`src/pkg/mcuri_consts.svh`:
```
// Offsets, field masks, reset values and timing counts of the reset initializer
`ifndef MCURI_CONSTS_SVH
`define MCURI_CONSTS_SVH

// ----------------------------------------------------------------------------
// Register offsets (byte addresses)
// ----------------------------------------------------------------------------
`define MCURI_ADDR_W       8
`define MCURI_OFS_CTRL     8'h00
`define MCURI_OFS_STATUS   8'h04
`define MCURI_OFS_CPU      8'h08
`define MCURI_OFS_INTR     8'h0C
`define MCURI_OFS_PDATA    8'h10
`define MCURI_OFS_PDIR     8'h14
`define MCURI_OFS_PCFG     8'h18
`define MCURI_OFS_TCFG     8'h1C
`define MCURI_OFS_SERCMP   8'h20
`define MCURI_OFS_PRESC    8'h24
`define MCURI_OFS_COUNT    8'h28
`define MCURI_OFS_RELOAD   8'h2C
`define MCURI_NUM_WORDS    10

// ----------------------------------------------------------------------------
// Control and status bits
// ----------------------------------------------------------------------------
`define MCURI_CTRL_SOFT    0
`define MCURI_STAT_HOLD    0
`define MCURI_STAT_FETCH   1
`define MCURI_STAT_PIN     2
`define MCURI_STAT_MET     3

// ----------------------------------------------------------------------------
// Initial values, bits forced by reset, bits software may write
// ----------------------------------------------------------------------------
`define MCURI_INIT_CPU     32'h3FF1_0000
`define MCURI_FORCE_CPU    32'h3FF1_3FFF
`define MCURI_INIT_INTR    32'h003F_0000
`define MCURI_FORCE_INTR   32'h003F_3F01
`define MCURI_INIT_PDATA   32'h0000_FFFF
`define MCURI_FORCE_PDATA  32'h0000_FFFF
`define MCURI_FORCE_PDIR   32'hFFFF_FFFF
`define MCURI_FORCE_PCFG   32'h0003_0E13
`define MCURI_MASK_PCFG    32'h0003_0F13
`define MCURI_FORCE_TCFG   32'h030F_F7F7
`define MCURI_FORCE_SERCMP 32'h0007_0B1F
`define MCURI_MASK_SERCMP  32'h0007_0B3F
`define MCURI_FORCE_PRESC  32'h0007_07FF
`define MCURI_FORCE_COUNT  32'h00FF_FFFF
`define MCURI_FORCE_RELOAD 32'h0000_0F0F
`define MCURI_MASK_RELOAD  32'h0000_FFFF
`define MCURI_ZERO_WORD    32'h0000_0000

// ----------------------------------------------------------------------------
// Timing counts
// ----------------------------------------------------------------------------
`define MCURI_INSTR_DIV    4
`define MCURI_HOLD_MIN     2

`endif

```
`src/pkg/mcuri_pkg.sv`:
```
// Types of the reset initializer: state machine, register words, state
package mcuri_pkg;

`include "mcuri_consts.svh"

	// ------------------------------------------------------------------------
	// Sequencer states
	// ------------------------------------------------------------------------
	typedef enum logic [2:0] {
		MCURI_HOLD  = 3'b001,
		MCURI_START = 3'b010,
		MCURI_RUN   = 3'b100
	} mcuri_state_e;

	// ------------------------------------------------------------------------
	// Register words
	// ------------------------------------------------------------------------
	typedef struct packed {
		logic [1:0]  rsv2;
		logic [9:0]  stackPointer;
		logic [2:0]  rsv1;
		logic        branchStatusFlag;
		logic [1:0]  rsv0;
		logic [13:0] programCounter;
	} mcuri_cpu_s;

	typedef struct packed {
		logic [9:0] rsv2;
		logic [5:0] interruptMaskBit;
		logic [1:0] rsv1;
		logic [5:0] interruptRequestFlag;
		logic [6:0] rsv0;
		logic       globalInterruptEnable;
	} mcuri_intr_s;

	typedef struct packed {
		logic [15:0] rsv0;
		logic [15:0] portOutputData;
	} mcuri_pdata_s;

	typedef struct packed {
		logic [19:0] portDirectionGroupB;
		logic [11:0] portDirectionGroupA;
	} mcuri_pdir_s;

	typedef struct packed {
		logic [13:0] rsv3;
		logic [1:0]  edgeSelectSecond;
		logic [3:0]  rsv2;
		logic [3:0]  portConfigC;
		logic [2:0]  rsv1;
		logic        portConfigB;
		logic [1:0]  rsv0;
		logic [1:0]  portConfigA;
	} mcuri_pcfg_s;

	typedef struct packed {
		logic [5:0] rsv3;
		logic [1:0] miscConfig;
		logic [3:0] rsv2;
		logic [3:0] timerDConfigTwo;
		logic [3:0] timerDConfigOne;
		logic       rsv1;
		logic [2:0] timerCConfigTwo;
		logic [3:0] timerCConfigOne;
		logic       rsv0;
		logic [2:0] timerAConfig;
	} mcuri_tcfg_s;

	typedef struct packed {
		logic [12:0] rsv2;
		logic        captureErrorFlag;
		logic        captureStatusFlag;
		logic        watchdogActiveFlag;
		logic [3:0]  rsv1;
		logic [3:0]  comparatorEnableReg;
		logic [1:0]  rsv0;
		logic [1:0]  serialConfigB;
		logic [3:0]  serialConfigA;
	} mcuri_sercmp_s;

	typedef struct packed {
		logic [12:0] rsv1;
		logic [2:0]  octalCount;
		logic [4:0]  rsv0;
		logic [10:0] systemPrescaler;
	} mcuri_presc_s;

	typedef struct packed {
		logic [7:0] rsv0;
		logic [7:0] timerDCount;
		logic [7:0] timerCCount;
		logic [7:0] timerACount;
	} mcuri_count_s;

	typedef struct packed {
		logic [15:0] rsv0;
		logic [3:0]  timerDReloadHigh;
		logic [3:0]  timerDReloadLow;
		logic [3:0]  timerCReloadHigh;
		logic [3:0]  timerCReloadLow;
	} mcuri_reload_s;

	// ------------------------------------------------------------------------
	// Module state
	// ------------------------------------------------------------------------
	typedef struct packed {
		logic second;
		logic first;
	} mcuri_sync_s;

	typedef struct packed {
		mcuri_state_e fsm;
		logic [1:0]   holdCnt;
		logic [7:0]   divCnt;
		logic         softReset;
		logic         ack;
		logic [31:0]  datO;
		logic [`MCURI_NUM_WORDS-1:0][31:0] word;
	} mcuri_core_s;

endpackage

```
`src/logic/mcuri_sync.sv`:
```
// Two-flop synchroniser with a constant reset level
`timescale 1ns/100ps

module mcuri_sync #(
	parameter logic RESET_VAL = 1'b0
) (
	// Clock and reset
	input  wire logic clk,
	input  wire logic rstn,
	// Level in and out
	input  wire logic d,
	output logic      q
);

	mcuri_pkg::mcuri_sync_s state_reg;
	mcuri_pkg::mcuri_sync_s state_next;

	always_comb begin
		state_next.first = d;
		state_next.second = state_reg.first;
	end

	always_ff @(posedge clk or negedge rstn) begin
		if (!rstn) begin
			state_reg <= {2{RESET_VAL}};
		end else begin
			state_reg <= state_next;
		end
	end

	assign q = state_reg.second;

endmodule // mcuri_sync

```
`src/logic/mcuri_reset_initializer.sv`:
```
// Reset sequencer and initial-value register file of the 4-bit core
//
// The placing of the registers and register access over Wishbone were decided locally.
`timescale 1ns/100ps

`include "mcuri_consts.svh"

module mcuri_reset_initializer #(
	parameter int unsigned INSTR_DIV = `MCURI_INSTR_DIV
) (
	// Clock and reset
	input  wire logic                         clk,
	input  wire logic                         rstn,
	// Reset pin from the supervisor, active high
	input  wire logic                         resetPin,
	// Wishbone slave
	input  wire logic                         wbCyc,
	input  wire logic                         wbStb,
	input  wire logic                         wbWe,
	input  wire logic [`MCURI_ADDR_W-1:0]     wbAdr,
	input  wire logic [3:0]                   wbSel,
	input  wire logic [31:0]                  wbDatI,
	output logic                              wbAck,
	output logic [31:0]                       wbDatO,
	// Core control
	output logic                              coreHold,
	output logic                              fetchEnable,
	output logic                              instrTick,
	// Initialised core state
	output mcuri_pkg::mcuri_cpu_s             cpuState,
	output mcuri_pkg::mcuri_intr_s            intrState,
	output mcuri_pkg::mcuri_pdata_s           portData,
	output mcuri_pkg::mcuri_pdir_s            portDir,
	output mcuri_pkg::mcuri_pcfg_s            portCfg,
	output mcuri_pkg::mcuri_tcfg_s            timerCfg,
	output mcuri_pkg::mcuri_sercmp_s          serCmp,
	output mcuri_pkg::mcuri_presc_s           prescState,
	output mcuri_pkg::mcuri_count_s           countState,
	output mcuri_pkg::mcuri_reload_s          reloadState
);

	// ------------------------------------------------------------------------
	// Word tables
	// ------------------------------------------------------------------------
	localparam int NW = `MCURI_NUM_WORDS;
	localparam logic [NW-1:0][31:0] WORD_INIT = {
		`MCURI_ZERO_WORD, `MCURI_ZERO_WORD, `MCURI_ZERO_WORD,
		`MCURI_ZERO_WORD, `MCURI_ZERO_WORD, `MCURI_ZERO_WORD,
		`MCURI_ZERO_WORD, `MCURI_INIT_PDATA, `MCURI_INIT_INTR,
		`MCURI_INIT_CPU};
	localparam logic [NW-1:0][31:0] WORD_FORCE = {
		`MCURI_FORCE_RELOAD, `MCURI_FORCE_COUNT, `MCURI_FORCE_PRESC,
		`MCURI_FORCE_SERCMP, `MCURI_FORCE_TCFG, `MCURI_FORCE_PCFG,
		`MCURI_FORCE_PDIR, `MCURI_FORCE_PDATA, `MCURI_FORCE_INTR,
		`MCURI_FORCE_CPU};
	localparam logic [NW-1:0][31:0] WORD_MASK = {
		`MCURI_MASK_RELOAD, `MCURI_FORCE_COUNT, `MCURI_FORCE_PRESC,
		`MCURI_MASK_SERCMP, `MCURI_FORCE_TCFG, `MCURI_MASK_PCFG,
		`MCURI_FORCE_PDIR, `MCURI_FORCE_PDATA, `MCURI_FORCE_INTR,
		`MCURI_FORCE_CPU};
	localparam logic [7:0] DIV_LAST = 8'(INSTR_DIV - 1);
	localparam mcuri_pkg::mcuri_core_s RESET_STATE = '{
		fsm:       mcuri_pkg::MCURI_HOLD,
		holdCnt:   2'h0,
		divCnt:    8'h00,
		softReset: 1'b0,
		ack:       1'b0,
		datO:      `MCURI_ZERO_WORD,
		word:      WORD_INIT};

	// ------------------------------------------------------------------------
	// Helpers
	// ------------------------------------------------------------------------
	function automatic logic [31:0] mergeSel(input logic [31:0] old,
			input logic [31:0] wr, input logic [3:0] sel);
		logic [31:0] res;
		res = old;
		for (int b = 0; b < 4; b++) begin
			if (sel[b]) begin
				res[8*b +: 8] = wr[8*b +: 8];
			end
		end
		return res;
	endfunction

	function automatic logic [31:0] applyInit(input logic [31:0] w,
			input int i);
		return (w & ~WORD_FORCE[i]) | (WORD_INIT[i] & WORD_FORCE[i]);
	endfunction

	// ------------------------------------------------------------------------
	// Reset release and pin synchronisers
	// ------------------------------------------------------------------------
	logic rstnSync;
	logic pinSync;

	mcuri_sync #(.RESET_VAL(1'b0)) u_rstSync (
		.clk  (clk),
		.rstn (rstn),
		.d    (1'b1),
		.q    (rstnSync)
	);

	mcuri_sync #(.RESET_VAL(1'b1)) u_pinSync (
		.clk  (clk),
		.rstn (rstnSync),
		.d    (resetPin),
		.q    (pinSync)
	);

	// ------------------------------------------------------------------------
	// Decode
	// ------------------------------------------------------------------------
	mcuri_pkg::mcuri_core_s state_reg;
	mcuri_pkg::mcuri_core_s state_next;
	logic       busReq;
	logic       holdReq;
	logic       tick;
	logic       holdMet;
	logic       inStart;
	logic [5:0] wordAdr;
	logic [3:0] wordIdx;
	logic       wordHit;
	logic [31:0] statusWord;

	assign busReq  = wbCyc && wbStb && !state_reg.ack;
	assign holdReq = pinSync || state_reg.softReset;
	assign tick    = state_reg.divCnt == DIV_LAST;
	assign holdMet = state_reg.holdCnt >= 2'(`MCURI_HOLD_MIN);
	assign inStart = state_reg.fsm == mcuri_pkg::MCURI_START;
	assign wordAdr = wbAdr[7:2];
	assign wordIdx = 4'(wordAdr - 6'(`MCURI_OFS_CPU >> 2));
	assign wordHit = wordAdr >= 6'(`MCURI_OFS_CPU >> 2)
		&& wordAdr <= 6'(`MCURI_OFS_RELOAD >> 2);

	always_comb begin
		statusWord = `MCURI_ZERO_WORD;
		statusWord[`MCURI_STAT_HOLD]  = coreHold;
		statusWord[`MCURI_STAT_FETCH] = fetchEnable;
		statusWord[`MCURI_STAT_PIN]   = pinSync;
		statusWord[`MCURI_STAT_MET]   = holdMet;
	end

	// ------------------------------------------------------------------------
	// Next state
	// ------------------------------------------------------------------------
	always_comb begin
		state_next = state_reg;
		state_next.ack = 1'b0;
		state_next.divCnt = tick ? 8'h00 : 8'(state_reg.divCnt + 8'h01);
		// Bus access, one cycle answer, unmapped reads zero
		if (busReq) begin
			state_next.ack = 1'b1;
			state_next.datO = `MCURI_ZERO_WORD;
			if (wordAdr == 6'(`MCURI_OFS_CTRL >> 2)) begin
				state_next.datO[`MCURI_CTRL_SOFT] = state_reg.softReset;
				if (wbWe && wbSel[0]) begin
					state_next.softReset = wbDatI[`MCURI_CTRL_SOFT];
				end
			end else if (wordAdr == 6'(`MCURI_OFS_STATUS >> 2)) begin
				state_next.datO = statusWord;
			end else if (wordHit) begin
				state_next.datO = state_reg.word[wordIdx];
				if (wbWe) begin
					state_next.word[wordIdx] = mergeSel(
						state_reg.word[wordIdx], wbDatI, wbSel)
						& WORD_MASK[wordIdx];
				end
			end
		end
		// Sequencer
		case (state_reg.fsm)
			mcuri_pkg::MCURI_HOLD: begin
				if (!holdReq) begin
					state_next.fsm = mcuri_pkg::MCURI_START;
				end else if (tick && state_reg.holdCnt != 2'h3) begin
					state_next.holdCnt = 2'(state_reg.holdCnt + 2'h1);
				end
			end
			mcuri_pkg::MCURI_START: begin
				if (holdReq) begin
					state_next.fsm = mcuri_pkg::MCURI_HOLD;
					state_next.holdCnt = 2'h0;
				end else if (tick) begin
					state_next.fsm = mcuri_pkg::MCURI_RUN;
				end
			end
			mcuri_pkg::MCURI_RUN: begin
				if (holdReq) begin
					state_next.fsm = mcuri_pkg::MCURI_HOLD;
					state_next.holdCnt = 2'h0;
				end
			end
			default: begin
				state_next.fsm = mcuri_pkg::MCURI_HOLD;
				state_next.holdCnt = 2'h0;
			end
		endcase
		// Initial values win over writes while reset is held
		if (holdReq || state_reg.fsm == mcuri_pkg::MCURI_HOLD) begin
			for (int i = 0; i < NW; i++) begin
				state_next.word[i] = applyInit(state_next.word[i], i);
			end
		end
	end

	always_ff @(posedge clk or negedge rstnSync) begin
		if (!rstnSync) begin
			state_reg <= RESET_STATE;
		end else begin
			state_reg <= state_next;
		end
	end

	// ------------------------------------------------------------------------
	// Outputs
	// ------------------------------------------------------------------------
	assign wbAck       = state_reg.ack;
	assign wbDatO      = state_reg.datO;
	assign coreHold    = state_reg.fsm != mcuri_pkg::MCURI_RUN;
	assign fetchEnable = state_reg.fsm == mcuri_pkg::MCURI_RUN;
	assign instrTick   = tick;
	assign cpuState    = mcuri_pkg::mcuri_cpu_s'(state_reg.word[0]);
	assign intrState   = mcuri_pkg::mcuri_intr_s'(state_reg.word[1]);
	assign portData    = mcuri_pkg::mcuri_pdata_s'(state_reg.word[2]);
	assign portDir     = mcuri_pkg::mcuri_pdir_s'(state_reg.word[3]);
	assign portCfg     = mcuri_pkg::mcuri_pcfg_s'(state_reg.word[4]);
	assign timerCfg    = mcuri_pkg::mcuri_tcfg_s'(state_reg.word[5]);
	assign serCmp      = mcuri_pkg::mcuri_sercmp_s'(state_reg.word[6]);
	assign prescState  = mcuri_pkg::mcuri_presc_s'(state_reg.word[7]);
	assign countState  = mcuri_pkg::mcuri_count_s'(state_reg.word[8]);
	assign reloadState = mcuri_pkg::mcuri_reload_s'(state_reg.word[9]);
endmodule // mcuri_reset_initializer

```
`config.mk`:
```
export PLATFORM = sky130hd
export DESIGN_NAME = mcuri_reset_initializer
export DESIGN_NICKNAME = d
export VERILOG_FILES = /design/src/pkg/mcuri_pkg.sv /design/src/logic/mcuri_sync.sv /design/src/logic/mcuri_reset_initializer.sv
export VERILOG_INCLUDE_DIRS = /design/src /design/src/pkg
export SDC_FILE = /design/constraint.sdc
export NUM_CORES = 1
export LEC_CHECK = 0
export ABC_CLOCK_PERIOD_IN_PS = 13600
export BUFFER_PORTS_ARGS = -buffer_cell sky130_fd_sc_hd__clkbuf_2
export CAP_MARGIN = 20
export CORE_MARGIN = 2
export CORE_UTILIZATION = 56
export DETAILED_ROUTE_END_ITERATION = 7
export PLACE_DENSITY_LB_ADDON = 0.1
export SYNTH_ARGS = -nofsm -noshare
export SYNTH_HDL_FRONTEND = slang
export SYNTH_HIERARCHICAL = 1
export SYNTH_SLANG_ARGS = --single-unit
```
`constraint.sdc`:
```
create_clock -name clk -period 13.6 [get_ports clk]
set_clock_uncertainty 0.2 [all_clocks]
set_input_delay 2.04 -clock clk [delete_from_list [all_inputs] [get_ports clk]]
set_output_delay 2.04 -clock clk [all_outputs]
set_load 0.01 [all_outputs]
```
Yosys cells after proc, flatten, opt, wreduce, memory -nomap -nowiden
Memory sizes are Yosys's and may differ from the RTL's.
Cells that the tools add are included.
{"block": "totals", "mem_count": 1, "regBits": 371, "romBits": 512}
{"memory": "(no name shown)", "depth": 16, "word_bits": 32, "read_ports": 1, "rd_clocked_by_memory_dff": 0, "write_ports": 0, "line_no": "mcuri_reset_initializer.sv:167", "text": "& WORD_MASK[wordIdx];"}
{"block": "op_classes", "eq_ne": 15, "mux": 48, "magnitude_cmp": 5, "bitwise": 1, "add_sub_neg": 3, "n_reduce_logical": 17}
{"operator": "2-to-1 mux 320 bit", "count": 3}
{"operator": "2-to-1 mux 353 bit", "count": 1}
{"operator": "2-to-1 mux 352 bit", "count": 1}
{"operator": "bitwise mux 320 bit", "count": 1}
{"operator": "2-to-1 mux 300 bit", "count": 1}
{"operator": "2-to-1 mux 8 bit", "count": 25}
{"operator": "binary-select mux 32 bit (select 4 bit)", "count": 1}
{"operator": "demux 32 bit (select 4 bit)", "count": 1}
{"operator": "2-to-1 mux 32 bit", "count": 4}
{"operator": "bitwise AND 32 bit", "count": 1}
{"operator": "2-to-1 mux 31 bit", "count": 1}
{"operator": "one-hot mux 5 bit (3 select lines)", "count": 1}
{"operator": "!= test 2 bit, second input constant", "count": 5}
{"operator": "2-to-1 mux 3 bit", "count": 3}
{"operator": "adder 8 x 1 -> 8 bit, second input constant", "count": 1}
{"operator": "== test 8 x 2 -> 1 bit, second input constant", "count": 1}
{"operator": "== test 6 x 1 -> 1 bit, second input constant", "count": 1}
{"operator": ">= comparator 6 x 2 -> 1 bit, second input constant", "count": 1}
{"operator": "less-or-equal comparator 6 x 4 -> 1 bit, second input constant", "count": 1}
{"operator": "logical AND 1 bit", "count": 6}
{"operator": "zero test 6 bit", "count": 1}
{"operator": "2-to-1 mux 2 bit", "count": 3}
{"operator": "!= test 2 x 1 -> 1 bit, second input constant", "count": 3}
{"operator": "!= test 3 bit, second input constant", "count": 2}
{"operator": "16 further kinds", "count": 20}

Logic depth before layout (Yosys ltp)
{"block": "logic_depth", "word_depth": 17, "mapped_depth": 12, "ltp_nobuf": 8}

Cells and area by module
The synthesis kept the hierarchy.
{"mod": "mcuri_reset_initializer", "cells_per_inst": 1906, "seq_area_each_um2": 9226.3, "area_per_inst_um2": 19362.3, "n_inst": 1}
{"mod": "mcuri_sync at u_pinSync", "cells_per_inst": 2, "seq_area_each_um2": 52.6, "area_per_inst_um2": 52.6, "n_inst": 1}
{"mod": "mcuri_sync at u_rstSync", "cells_per_inst": 2, "seq_area_each_um2": 50.0, "area_per_inst_um2": 50.0, "n_inst": 1}

Least setup slack after synthesis
Ideal clock, no wire load.
{"block": "synth_timing", "path_kind": "input-to-reg", "startpoint": "in wbAdr[3]", "endpoint": "reg state_reg, in the netlist intrState[9]", "arrival_ns": 4.341, "path_stages": 11, "n_path_buf": 3, "required_ns": 13.260, "path_slack_ns": 8.919, "path_cell_list": "buf_4 inv_1 ha_1 buf_2 clkbuf_1 mux4_2 mux2_2 a222oi_1 nand2_1 o21ai_2 o22ai_1"}
{"block": "synth_between", "elab_chain_len": 17, "elab_cells_between_ends": 33, "cone_classes": "add/sub: 1; order compare: 4; eq/ne: 3; mux: 18; bitwise: 1; reduce/logical: 5; memory: 1"}
{"element": "start: declaration", "line_no": "mcuri_reset_initializer.sv:20", "text": "input wire logic [`MCURI_ADDR_W-1:0] wbAdr,"}
{"element": "subtractor 4 x 2 -> 4 bit", "line_no": "mcuri_reset_initializer.sv:132", "text": "assign wordIdx = 4'(wordAdr - 6'(`MCURI_OFS_CPU >> 2));"}
{"element": "binary-select mux 32 bit (select 4 bit)", "line_no": "mcuri_reset_initializer.sv:166", "text": "state_reg.word[wordIdx], wbDatI, wbSel)"}
{"element": "2-to-1 mux 32 bit (implied by the code)", "line_no": "mcuri_reset_initializer.sv:166"}
{"element": "2-to-1 mux 8 bit", "line_no": "mcuri_reset_initializer.sv:79", "text": "if (sel[b]) begin"}
{"element": "2-to-1 mux 8 bit", "line_no": "mcuri_reset_initializer.sv:164", "text": "if (wbWe) begin"}
{"element": "2-to-1 mux 8 bit", "line_no": "mcuri_reset_initializer.sv:162", "text": "end else if (wordHit) begin"}
{"element": "2-to-1 mux 8 bit", "line_no": "mcuri_reset_initializer.sv:160", "text": "end else if (wordAdr == 6'(`MCURI_OFS_STATUS >> 2)) begin"}
{"element": "2-to-1 mux 8 bit", "line_no": "mcuri_reset_initializer.sv:155", "text": "if (wordAdr == 6'(`MCURI_OFS_CTRL >> 2)) begin"}
{"element": "2-to-1 mux 8 bit", "line_no": "mcuri_reset_initializer.sv:152", "text": "if (busReq) begin"}
{"element": "bitwise AND 32 bit", "line_no": "mcuri_reset_initializer.sv:167"}
{"element": "bitwise mux 320 bit", "line_no": "mcuri_reset_initializer.sv:165", "text": "state_next.word[wordIdx] = mergeSel("}
{"element": "2-to-1 mux 320 bit", "line_no": "mcuri_reset_initializer.sv:164"}
{"element": "2-to-1 mux 352 bit", "line_no": "mcuri_reset_initializer.sv:162"}
{"element": "2-to-1 mux 320 bit", "line_no": "mcuri_reset_initializer.sv:160"}
{"element": "2-to-1 mux 320 bit", "line_no": "mcuri_reset_initializer.sv:155"}
{"element": "2-to-1 mux 353 bit", "line_no": "mcuri_reset_initializer.sv:152"}
{"element": "2-to-1 mux 300 bit", "line_no": "mcuri_reset_initializer.sv:200", "text": "if (holdReq || state_reg.fsm == mcuri_pkg::MCURI_HOLD) begin"}
{"element": "end signal: assignment", "line_no": "mcuri_reset_initializer.sv:211", "text": "state_reg <= state_next;"}
{"element": "end: declaration", "line_no": "mcuri_reset_initializer.sv:114", "text": "mcuri_pkg::mcuri_core_s state_reg;"}
Several ways; a longest one is shown, not always the timed one. The select of a mux whose other input is x is not followed.
A chain may end at the register's enable or synchronous reset.

Final worst setup path
{"block": "layout_timing", "startpoint": "in wbAdr[2]", "endpoint": "reg state_reg, in the netlist serCmp[0]"}
The elaborated chain is that of the path after synthesis.

==> flow_summary_export.csv <==
group,metric,value,unit
run_status,status,"complete, no violations",
cells_and_area,final_common_cell,"clkbuf_2",
clock_tree,post_cts_buffers,0,
synthesis,yosys_register_bits,371,
critical_path,cp-endpoint,"serCmp[0]",
critical_path,crit_arrival,5910,ps
floorplanning,start_util,56.6,%
place,io_buffers,403,
synthesis,ys.flop_type,"dfrtp_1",
floorplanning,design.portCount,406,
hold_path,hold_depth,0,
cells_and_area,nNetsFinal,1977,
global_route,grt_pass1_vias,14000,
synthesis,synth_mux_area_share,8.59,%
synthesis,synthSimpleGateAreaFrac,12.1,%
global_route,grt-ovfl-total,0,
detailed_routing,drt-initial-drc-count,1505,
cells_and_area,multi_input_area,0.00700,sq mm
detailed_routing,dr.pass1.iters,7,
hold_path,hold_path.class,"register to register",
global_route,grt.total_usage,33.9,%
sta,min_period,5730,ps
global_route,grt_max_degree,150,
hold_path,min-delay-start,"u_rstSync/state_next[1]",
critical_path,critPathLaunchType,"primary input",
detailed_routing,via_per_inst,6.07,
detailed_routing,drc,0,
sta,setup_violations,0,
synthesis,synth_seq_area_share,47.9,%
synthesis,synth-adder-area-share,0.579,%
synthesis,synth_cell_types,73,
clock_tree,h-tree-depth,2,
global_route,grt_pass1_wl,91500,um
detailed_routing,ant_nets,0,
critical_path,critPathMaxFanout,32,
clock_tree,cts_max_path_buffers,3,
place,gp_congestion,0.882,
clock_tree,cts-resized-gates,0,
floorplanning,die-width,190,um
clock_tree,cts_buffers,40,
run,cap_violations,0,
cells_and_area,fillCellCount,2978,
sta,relSlewSlack,30.1,%
power,power.density,123,mW/mm^2
synthesis,synth-edff-count,0,
critical_path,end_kind,"register",
detailed_routing,avgRoutedWirePerCell,25.6,um
sta,maxSlewViolCount,0,
floorplanning,core_area,0.0344,sq mm
synthesis,syn_area,0.0195,sq mm
floorplanning,die_area,0.0363,sq mm
sta,period_share,42.1,%
synthesis,synth_xor_xnor_area_share,0.399,%
power,p_leak,9.90,nW
clock_tree,cts_hold_buf,0,
critical_path,required,13780,ps
critical_path,rr_worst_depth,7,
critical_path,path_class,"primary input to register",
global_route,antenna_found_initial,4,
synthesis,ys_warn_count,6,
clock_tree,clock_sinks,371,
synthesis,synth_top_family_by_area,"buffers and inverters",
clock_tree,clkLatencyLatePin,530,ps
critical_path,r2r_start,"wbAck",
place,dp_hpwl,42600,um
cells_and_area,final_cell_mix,"clkbuf_2, dfrtp_1, nand2_1, o21ai_0, o21ai_1",
synthesis,synthArstFlopShare,100,%
power,ir_drop,0.0923,mV
floorplanning,rows,68,
cells_and_area,drive_gt1_share,33.1,%
sta,tightest_slew,1050,ps
synthesis,postSynthCellCount,1910,
cells_and_area,syn_to_final_growth,6.31,%
sta,fmax,0.175,GHz
sta,rsz0062_at_grt,"no",
detailed_routing,num_vias,14600,
critical_path,timing.rr.end,"prescState[6]",
floorplanning,die_h,190,um
synthesis,synth_compound_area_share,13.7,%
clock_tree,cts_tree,"yes",
synthesis,synth_fp_nets,1969,
clock_tree,clockRootBuffer,"clkbuf_16",
synthesis,syn_area_per_cell,10.2,sq um
critical_path,reg2reg_slack,10010,ps
sta,tns,0,ps
clock_tree,path_clk_slew,60,ps
detailed_routing,wl,61700,um
critical_path,crit_start,"wbAdr[2]",
sta,hold_violations,0,
power,power,2.55,mW
cells_and_area,seq_area,0.00933,sq mm
critical path, cell delays in order:
cell and delay, ps:
buf_4 300, inv_1 80, buf_4 290, ha_1 450, or2_1 350, a211o_4 400, nor2_1 550, buf_4 310
nand4_1 110, buf_4 330, and2_1 430, o2bb2ai_1 210
per-layer routing:
metal / track usage [%] / part of all wire, % / up-vias
li1: - / - / 6339
met1: 48.4 / 41 / 7350
met2: 51.4 / 45 / 801
met3: 8.50 / 10 / 114
met4: 10.3 / 3.3 / 0
met5: 0 / 0 / -
synthesized netlist by cell type, types with 11 or more instances:
| master | number | area share, % |
|---|---|---|
| buf_4 | 360 | 14 |
| dfrtp_1 | 335 | 43 |
| nand2_1 | 278 | 5.4 |
| inv_1 | 12 | 0.23 |
| o2bb2ai_1 | 11 | 0.49 |
| clkbuf_1 | 71 | 1.4 |
| nor3_1 | 11 | 0.28 |
| o21ai_0 | 152 | 3.9 |
| dfstp_2 | 36 | 4.9 |
| o211ai_1 | 15 | 0.58 |
| mux2i_1 | 14 | 0.72 |
| mux2_2 | 18 | 1.0 |
| o21ai_1 | 81 | 2.1 |
| o22ai_1 | 37 | 1.2 |
| buf_2 | 27 | 0.69 |
| nor2b_1 | 13 | 0.42 |
| nand3_1 | 56 | 1.4 |
| a21oi_1 | 60 | 1.5 |
| mux4_2 | 59 | 6.8 |
| a222oi_1 | 14 | 0.72 |
| and2_1 | 64 | 2.1 |
| nor2_1 | 33 | 0.64 |
layout make-up:
class / count / share of cell area [%]
Sequential cell: 371 / 45.1
Multi-Input combinational cell: 1056 / 33.8
Timing Repair Buffer: 433 / 11.1
Clock buffer: 62 / 5.92
Tap cell: 455 / 2.75
Clock inverter: 10 / 0.967
Inverter: 16 / 0.290
Antenna cell: 4 / 0.0484
cell families (layout without fill, tap and decap cells):
| kind of cell | Yosys count | in the layout |
|---|---|---|
| flip-flops | 371 | 371 |
| AND/OR/NAND/NOR | 505 | 505 |
| XOR/XNOR | 8 | 8 |
| AO/OA/AOI/OAI | 442 | 442 |
| other | 1 | 5 |
| buffers and inverters | 483 | 521 |
| adder cells (fa/ha/maj) | 9 | 9 |
| multiplexers | 91 | 91 |
worst min-delay path by stage:
stage	endpoint
after floorplan	u_rstSync/q
after global placement	u_rstSync/q
after detailed placement	u_rstSync/q
after CTS	u_rstSync/q
after global routing	u_rstSync/q
final	u_rstSync/q
per-stage QoR:
stage | cells | worst slack [ps] | util, % | cell area, sq um | hold slack, ps
2_1_floorplan | 1910 | 2360 | - | 19500 | 131
3_3_place_gp | 2329 | 7400 | 55.9 | 19200 | 140
3_5_place_dp | 2329 | 7360 | 55.9 | 19200 | 140
4_1_cts | 2401 | 7910 | 60.0 | 20600 | 157
5_1_grt | 2405 | 7710 | 60.2 | 20700 | 169
6_report | 2407 | 7870 | 60.2 | 20700 | 153
where the power goes:
group / total, mW / switching [mW] / internal (mW)
registers: 1.13 / 0.0131 / 1.12
clock network: 1.18 / 0.448 / 0.731
logic: 0.239 / 0.176 / 0.0634
total: 2.55 / 0.637 / 1.91
No activity file was read; power rests on OpenSTA's default activity.
